===== config.mk =====
export PLATFORM = sky130hd
export DESIGN_NAME = eirqnf_top
export DESIGN_NICKNAME = d
export VERILOG_FILES = /design/src/eirqnf_pkg.sv /design/src/eirqnf_top.sv
export SDC_FILE = /design/constraint.sdc
export NUM_CORES = 1
export LEC_CHECK = 0
export BUFFER_PORTS_ARGS = -buffer_cell sky130_fd_sc_hd__buf_2
export CORE_ASPECT_RATIO = 0.9
export CORE_UTILIZATION = 46
export DETAILED_ROUTE_END_ITERATION = 10
export GPL_TIMING_DRIVEN = 0
export PLACE_DENSITY = 0.79
export SLEW_MARGIN = 20
export SYNTH_ARGS = -nofsm -noshare
export SYNTH_HDL_FRONTEND = slang
export SYNTH_SLANG_ARGS = --single-unit

===== constraint.sdc =====
create_clock -name ref_clk -period 2.22 [get_ports ref_clk]
set_clock_uncertainty 0.2 [all_clocks]
set_input_delay 0.111 -clock ref_clk [delete_from_list [all_inputs] [get_ports ref_clk]]
set_output_delay 0.111 -clock ref_clk [all_outputs]
set_load 0.005 [all_outputs]

===== src/eirqnf_pkg.sv =====
// Purpose: constants for the external interrupt 1 noise filter
// Assumes: 10 MHz ref_clk; 32-bit Avalon-MM register bus
// Notes: byte addresses of word-aligned registers
`default_nettype none
package eirqnf_pkg;
   // register byte offsets
   localparam logic [3:0] ADDR_CTRL = 4'h0;
   localparam logic [3:0] ADDR_STATUS = 4'h4;
   localparam logic [3:0] ADDR_MASK = 4'h8;
   localparam logic [3:0] ADDR_MODE = 4'hc;
   // control field positions
   localparam int NC_LSB = 0;
   localparam int ES_LSB = 2;
   localparam int LVL_BIT = 4;
   // values after reset
   localparam logic [4:0] CTRL_RST = 5'h00;
   localparam logic [1:0] MASK_RST = 2'h0;
   localparam logic [1:0] STATUS_RST = 2'h0;
   localparam logic MODE_RST = 1'b0;
   // sampling dividers in gear clock cycles
   localparam logic [3:0] DIV_1 = 4'h0;
   localparam logic [3:0] DIV_4 = 4'h3;
   localparam logic [3:0] DIV_8 = 4'h7;
   localparam logic [3:0] DIV_16 = 4'hf;
   // low-speed sampling at low_freq_clock / 4 (edges of that clock)
   localparam logic [1:0] LF_DIV = 2'h3;
   // edge select codes
   localparam logic [1:0] ES_RISE = 2'h0;
   localparam logic [1:0] ES_FALL = 2'h1;
   localparam logic [1:0] ES_BOTH = 2'h2;
   typedef enum logic [1:0] {
      BUS_IDLE = 2'b00,
      BUS_ACK = 2'b01
   } eirqnf_bus_t;
endpackage
`default_nettype wire


===== src/eirqnf_top.sv =====
// Purpose: external interrupt 1 input noise canceller and edge detector
// Assumes: ref_clk is the gear clock; low_freq_clock arrives as a level
// Notes: a status read clears what it reported; one wait state per transfer
// Summary of operation
// - high speed: sample_rate_sel picks gear clock divided by 1, 4, 8, 16.
// - low speed: sample at low_freq_clock divided by four regardless of field.
// - a spurious request may appear while the clock mode switches.
// - control bits seven to five read as zero.
// - edge_sel 10 requests on both edges; code 11 is reserved, no request.
//
// The placing of the registers and the Avalon-MM register port were decided locally.
`default_nettype none
module eirqnf_top (
   // clock and reset
   input wire logic ref_clk,
   input wire logic rst_n,
   // pins
   input wire logic ext_irq1_pin,
   input wire logic low_freq_clock,
   // avalon-mm slave
   input wire logic [3:0] address,
   input wire logic read,
   input wire logic write,
   input wire logic [31:0] writedata,
   output logic [31:0] readdata,
   output logic waitrequest,
   // interrupt
   output logic ext_irq1_req,
   output logic irq
);
   logic [1:0] pin_sync;
   logic [1:0] lfc_sync;
   logic lfc_prev;
   logic [4:0] ext_irq1_control_reg;
   logic [1:0] mask;
   logic [1:0] status;
   logic low_speed;
   logic [3:0] div_cnt;
   logic [1:0] lf_cnt;
   logic last_sample;
   logic pass;
   logic pass_prev;
   eirqnf_pkg::eirqnf_bus_t bus_state;

   function automatic logic [3:0] div_of(input logic [1:0] sel);
      case (sel)
         2'h0: div_of = eirqnf_pkg::DIV_1;
         2'h1: div_of = eirqnf_pkg::DIV_4;
         2'h2: div_of = eirqnf_pkg::DIV_8;
         default: div_of = eirqnf_pkg::DIV_16;
      endcase
   endfunction

   wire [1:0] ext_irq1_sample_rate_sel =
      ext_irq1_control_reg[eirqnf_pkg::NC_LSB +: 2];
   wire [1:0] ext_irq1_edge_sel =
      ext_irq1_control_reg[eirqnf_pkg::ES_LSB +: 2];
   wire lf_rise = lfc_sync[1] & ~lfc_prev;
   wire hs_tick = (div_cnt == div_of(ext_irq1_sample_rate_sel));
   // low speed ignores the rate field
   wire ls_tick = lf_rise && (lf_cnt == eirqnf_pkg::LF_DIV);
   wire tick = low_speed ? ls_tick : hs_tick;
   wire rise = pass & ~pass_prev;
   wire fall = ~pass & pass_prev;
   wire both_hit = rise | fall;
   // the reserved edge code raises nothing
   wire edge_hit =
      (ext_irq1_edge_sel == eirqnf_pkg::ES_RISE) ? rise :
      (ext_irq1_edge_sel == eirqnf_pkg::ES_FALL) ? fall :
      (ext_irq1_edge_sel == eirqnf_pkg::ES_BOTH) ? both_hit :
      1'b0;

   // one wait state; a transfer takes effect in its answer cycle
   wire bus_new = (read | write) && (bus_state == eirqnf_pkg::BUS_IDLE);
   wire bus_done = (read | write) && (bus_state == eirqnf_pkg::BUS_ACK);
   wire wr_done = bus_done && write;
   wire rd_done = bus_done && read;
   wire wr_ctrl = wr_done && (address == eirqnf_pkg::ADDR_CTRL);
   wire wr_mask = wr_done && (address == eirqnf_pkg::ADDR_MASK);
   wire wr_mode = wr_done && (address == eirqnf_pkg::ADDR_MODE);
   wire rd_stat = rd_done && (address == eirqnf_pkg::ADDR_STATUS);

   // status bit 0: selected edge, bit 1: mode switch (possible spurious)
   wire mode_chg = wr_mode && (writedata[0] != low_speed);
   wire [1:0] events = {mode_chg, edge_hit};
   // a read clears only the bits it reported, so late events stay set
   wire [1:0] rd_clear = rd_stat ? readdata[1:0] : 2'h0;
   wire [1:0] next_status = (status & ~rd_clear) | events;
   wire [1:0] next_mask = wr_mask ? writedata[1:0] : mask;
   wire [31:0] ctrl_word = {27'h0, ext_irq1_control_reg};
   wire [31:0] next_readdata =
      (address == eirqnf_pkg::ADDR_CTRL) ? ctrl_word :
      (address == eirqnf_pkg::ADDR_STATUS) ? {30'h0, status} :
      (address == eirqnf_pkg::ADDR_MASK) ? {30'h0, mask} :
      (address == eirqnf_pkg::ADDR_MODE) ? {31'h0, low_speed} : 32'h0;

   assign waitrequest = bus_new;

   // two flip-flops on the pin before the canceller reads it
   always_ff @(posedge ref_clk or negedge rst_n) begin
      if (!rst_n)
         pin_sync <= 2'h0;
      else
         pin_sync <= {pin_sync[0], ext_irq1_pin};
   end

   // low clock arrives as a level; edges found after the second flop
   always_ff @(posedge ref_clk or negedge rst_n) begin
      if (!rst_n) begin
         lfc_sync <= 2'h0;
         lfc_prev <= 1'b0;
      end else begin
         lfc_sync <= {lfc_sync[0], low_freq_clock};
         lfc_prev <= lfc_sync[1];
      end
   end

   // gear clock divider; wraps round if the rate field shrinks mid-count
   always_ff @(posedge ref_clk or negedge rst_n) begin
      if (!rst_n)
         div_cnt <= 4'h0;
      else
         div_cnt <= hs_tick ? 4'h0 : div_cnt + 4'h1;
   end

   // counts low clock edges; every fourth one is a sampling instant
   always_ff @(posedge ref_clk or negedge rst_n) begin
      if (!rst_n)
         lf_cnt <= 2'h0;
      else if (lf_rise)
         lf_cnt <= lf_cnt + 2'h1;
   end

   // canceller: two equal consecutive samples move the pass signal
   always_ff @(posedge ref_clk or negedge rst_n) begin
      if (!rst_n) begin
         last_sample <= 1'b0;
         pass <= 1'b0;
         pass_prev <= 1'b0;
      end else begin
         pass_prev <= pass;
         if (tick) begin
            last_sample <= pin_sync[1];
            if (pin_sync[1] == last_sample)
               pass <= last_sample;
         end
      end
   end

   // rate and edge fields from software; level bit follows each request
   always_ff @(posedge ref_clk or negedge rst_n) begin
      if (!rst_n) begin
         ext_irq1_control_reg <= eirqnf_pkg::CTRL_RST;
      end else begin
         if (wr_ctrl)
            ext_irq1_control_reg[3:0] <= writedata[3:0];
         if (edge_hit)
            ext_irq1_control_reg[eirqnf_pkg::LVL_BIT] <= pass;
      end
   end

   // mask has the layout of status
   always_ff @(posedge ref_clk or negedge rst_n) begin
      if (!rst_n)
         mask <= eirqnf_pkg::MASK_RST;
      else
         mask <= next_mask;
   end

   always_ff @(posedge ref_clk or negedge rst_n) begin
      if (!rst_n)
         low_speed <= eirqnf_pkg::MODE_RST;
      else if (wr_mode)
         low_speed <= writedata[0];
   end

   // sticky events; a set in the clearing cycle wins
   always_ff @(posedge ref_clk or negedge rst_n) begin
      if (!rst_n)
         status <= eirqnf_pkg::STATUS_RST;
      else
         status <= next_status;
   end

   // one-cycle request per selected edge
   always_ff @(posedge ref_clk or negedge rst_n) begin
      if (!rst_n)
         ext_irq1_req <= 1'b0;
      else
         ext_irq1_req <= edge_hit;
   end

   // level interrupt from the values the registers take at this edge
   always_ff @(posedge ref_clk or negedge rst_n) begin
      if (!rst_n)
         irq <= 1'b0;
      else
         irq <= |(next_status & next_mask);
   end

   always_ff @(posedge ref_clk or negedge rst_n) begin
      if (!rst_n) begin
         bus_state <= eirqnf_pkg::BUS_IDLE;
      end else begin
         case (bus_state)
            eirqnf_pkg::BUS_IDLE: begin
               if (read | write)
                  bus_state <= eirqnf_pkg::BUS_ACK;
            end
            eirqnf_pkg::BUS_ACK: bus_state <= eirqnf_pkg::BUS_IDLE;
            default: bus_state <= eirqnf_pkg::BUS_IDLE;
         endcase
      end
   end

   // captured one edge early so the data stand in the answer cycle
   always_ff @(posedge ref_clk or negedge rst_n) begin
      if (!rst_n)
         readdata <= 32'h0;
      else if (bus_new && read)
         readdata <= next_readdata;
   end
endmodule // eirqnf_top
`default_nettype wire

==> out/metrics.yaml <==
cts:
  clk_path_buf_depth: 2
  post_cts_resized: 0
  clkSinkCount: 32
  clock_latency_ns: 0.27
  htreeDepth: 2
  numCtsBuffers: 5
  clk_pin_slew_ns: 0.06
  tritoncts: "yes"
  cts-root-buf: "clkbuf_8"
power_and_ir_drop:
  p_switching_mw: 0.510
  sequentialPowerShare_pct: 50.3
  peakVddDrop_mv: 0.632
  intPower_mw: 1.20
  swShare_pct: 29.7
  comb_power_share_pct: 26.1
  leakagePower_nw: 1.08
  clkPwrFrac_pct: 23.7
  powerDensity_nw_per_um2: 827
setup_path:
  cp_slowest_stage_delay_ns: 0.40
  crit_family: "flip-flops"
  critical_path_class: "flip-flop to flip-flop"
  startpoint_type: "flip-flop"
  end_kind: "flip-flop"
  worst_path_max_delay_cell: "dfrtp_1"
  cp_cell_sequence: "inv_1 > ha_1 > nand2b_1 > a21oi_1 > a21o_1 > mux2_2"
  critPathBufInv: 1
  worst-endpoint-required_ns: 2.18
  critical_path.max_fanout: 5
  cp.arrival_ns: 1.83
  rrSetupSlack_ns: 0.34
yosys:
  ys_warn_count: 0
  syn-instance-count: 139
  synth_most_common_cell: "dfrtp_1"
  ys_ff_latch: 32
  synth_async_sr_flop_share_pct: 100
  yosysTopAreaCell: "dfrtp_1"
  synth_cell_types: 37
  ys_seq_area_share_pct: 48.7
  synth_area_sq_um: 1650
  yosys-top-cells-area: "dfrtp_1 49%, buf_4 12%, mux2_2 6.2%"
  synthTopCellsByCount: "32 x dfrtp_1, 27 x buf_4, 9 x mux2_2, 9 x nor2_1, 6 x a22o_1"
  ys.flop_type: "dfrtp_1"
  syn_avg_cell_area_sq_um: 11.8
  synth-edff-count: 0
  synth_top_area_share_pct: 48.7
timing:
  drv_slew: 0
  setup_viol: 0
  max_clock_freq_ghz: 0.533
  hold_violations: 0
  rsz0062_at_grt: "false"
  finalSetupTns_ns: 0
  timing.final.crit_share_pct: 84.6
  max_slew_margin_pct: 52.7
  hold_slack_ns: 0.00551
  period_needed_ns: 1.88
  tightest_slew_ns: 0.709
floorplanning:
  pin_count: 77
  die_w_microns: 65.0
  die_h_microns: 58.7
  initial_utilization_pct: 48.3
  die_area_sq_um: 3820
  num_rows: 20
  coreArea_sq_um: 3400
placement:
  portBuffers: 21
  place_area_sq_um: 1900
  hpwl_mm: 1.99
  gp_congestion: 0.797
global_route:
  grt_usage_pct: 16.0
  grt_pass1_vias: 1035
  grt_start_max_net_pins: 33
  grt-ovfl-total: 0
  grt_pass1_wl_mm: 4.64
  antenna_found_initial: 0
drt:
  ant_nets: 0
  remaining_drc_errors: 0
  drtIter0Drc: 60
  drt-total-wl_mm: 2.71
  avgViaCountPerCell: 4.61
  drtPass1Iterations: 2
  wire_per_inst_microns: 11.0
  via_count: 1135
hold_path:
  hold_class: "primary input to flip-flop"
outcome:
  status: "finished clean"
cells_and_area:
  fin_area_sq_um: 2070
  fin_util_pct: 60.8
  final_nets: 248
  syn2layout_area_growth_pct: 25.9
  drive_gt1_share_pct: 34.7
  antenna_cells: 0
run:
  maxCapViolations: 0
## metrics by stage
step	setup slack [ns]	power (mW)	instances
floorplan	0.463	1.19	165
global placement	0.362	1.29	230
detailed placement	0.342	1.31	230
CTS	0.315	1.73	246
global route	0.217	1.84	246
finish	0.342	1.71	246
## layout by cell type, fill, tap and decap left out, types with 2 or more instances in the layout
master / count
dfrtp_1: 32
buf_4: 27
conb_1: 27
buf_2: 21
nor2_1: 9
mux2_2: 9
dlygate4sd3_1: 9
a22o_1: 6
clkbuf_8: 5
inv_1: 4
ha_1: 4
nor2b_1: 3
nand2b_1: 3
nand3_1: 3
nor3_1: 3
nand2_1: 3
o21ai_0: 3
a21oi_1: 2
a21o_1: 2
nand4_1: 2
mux2i_1: 2
nor4b_1: 2
xor2_1: 2
## power by group through the flow
stage               Clock [mW]  Sequential (mW)  Combinational, mW
global placement             0            0.865              0.424
floorplan                    0            0.841              0.346
CTS                      0.417            0.862              0.452
global route             0.444            0.886              0.508
detailed placement           0            0.873              0.436
finish                   0.405            0.861              0.446
## layer usage
metal / vias up / share of wire, % / track usage (%)
met1: 529 / 45 / 19.4
met4: 0 / 0.63 / 4.66
met2: 35 / 48 / 27.4
li1: 567 / - / -
met3: 4 / 6.2 / 5.43
met5: - / 0 / 0
## cells by family after synthesis
family | after synthesis | share of synthesized area, %
AO/OA/AOI/OAI | 19 | 9.81
XOR/XNOR | 3 | 1.60
adder cells (fa/ha/maj) | 4 | 3.04
buffers and inverters | 31 | 13.2
flip-flops | 32 | 48.7
multiplexers | 12 | 8.97
other | 1 | 0.228
AND/OR/NAND/NOR | 37 | 14.4
## worst register-to-register path: stages, from the launching register on
cell and delay, ns:
dfrtp_1 0.40, inv_1 0.08, ha_1 0.28, nand2b_1 0.14
a21oi_1 0.20, a21o_1 0.14, mux2_2 0.33
## path summary, 6_finish.rpt
path / startpoint / end / cells after the start
max: pass / ext_irq1_control_reg[4] / 6
min: address[1] / readdata[0] / 3
max reg2reg: pass / ext_irq1_control_reg[4] / 6
min reg2reg: lfc_sync[0] / lfc_sync[1] / 0
max in group asynchronous: rst_n / lfc_sync[0] / 2
min in group asynchronous: rst_n / mask[1] / 2
## what timing repair did
item / in CTS / in global routing
endpoints found under the setup margin: 0 / 0
buffers inserted: 0 / 0
hold buffers: 9 / 0
hold endpoints to repair: 42 / 0
## layout make-up
cell class	instances	area (sq um)
Timing Repair Buffer	30	195
Fill cell	276	1330
Buffer	27	203
Tap cell	44	55.1
Clock buffer	6	72.6
Multi-Input combinational cell	102	724
Inverter	4	15.0
Sequential cell	32	801
Clock inverter	1	5.00
Power figures use the tool's default switching activity.
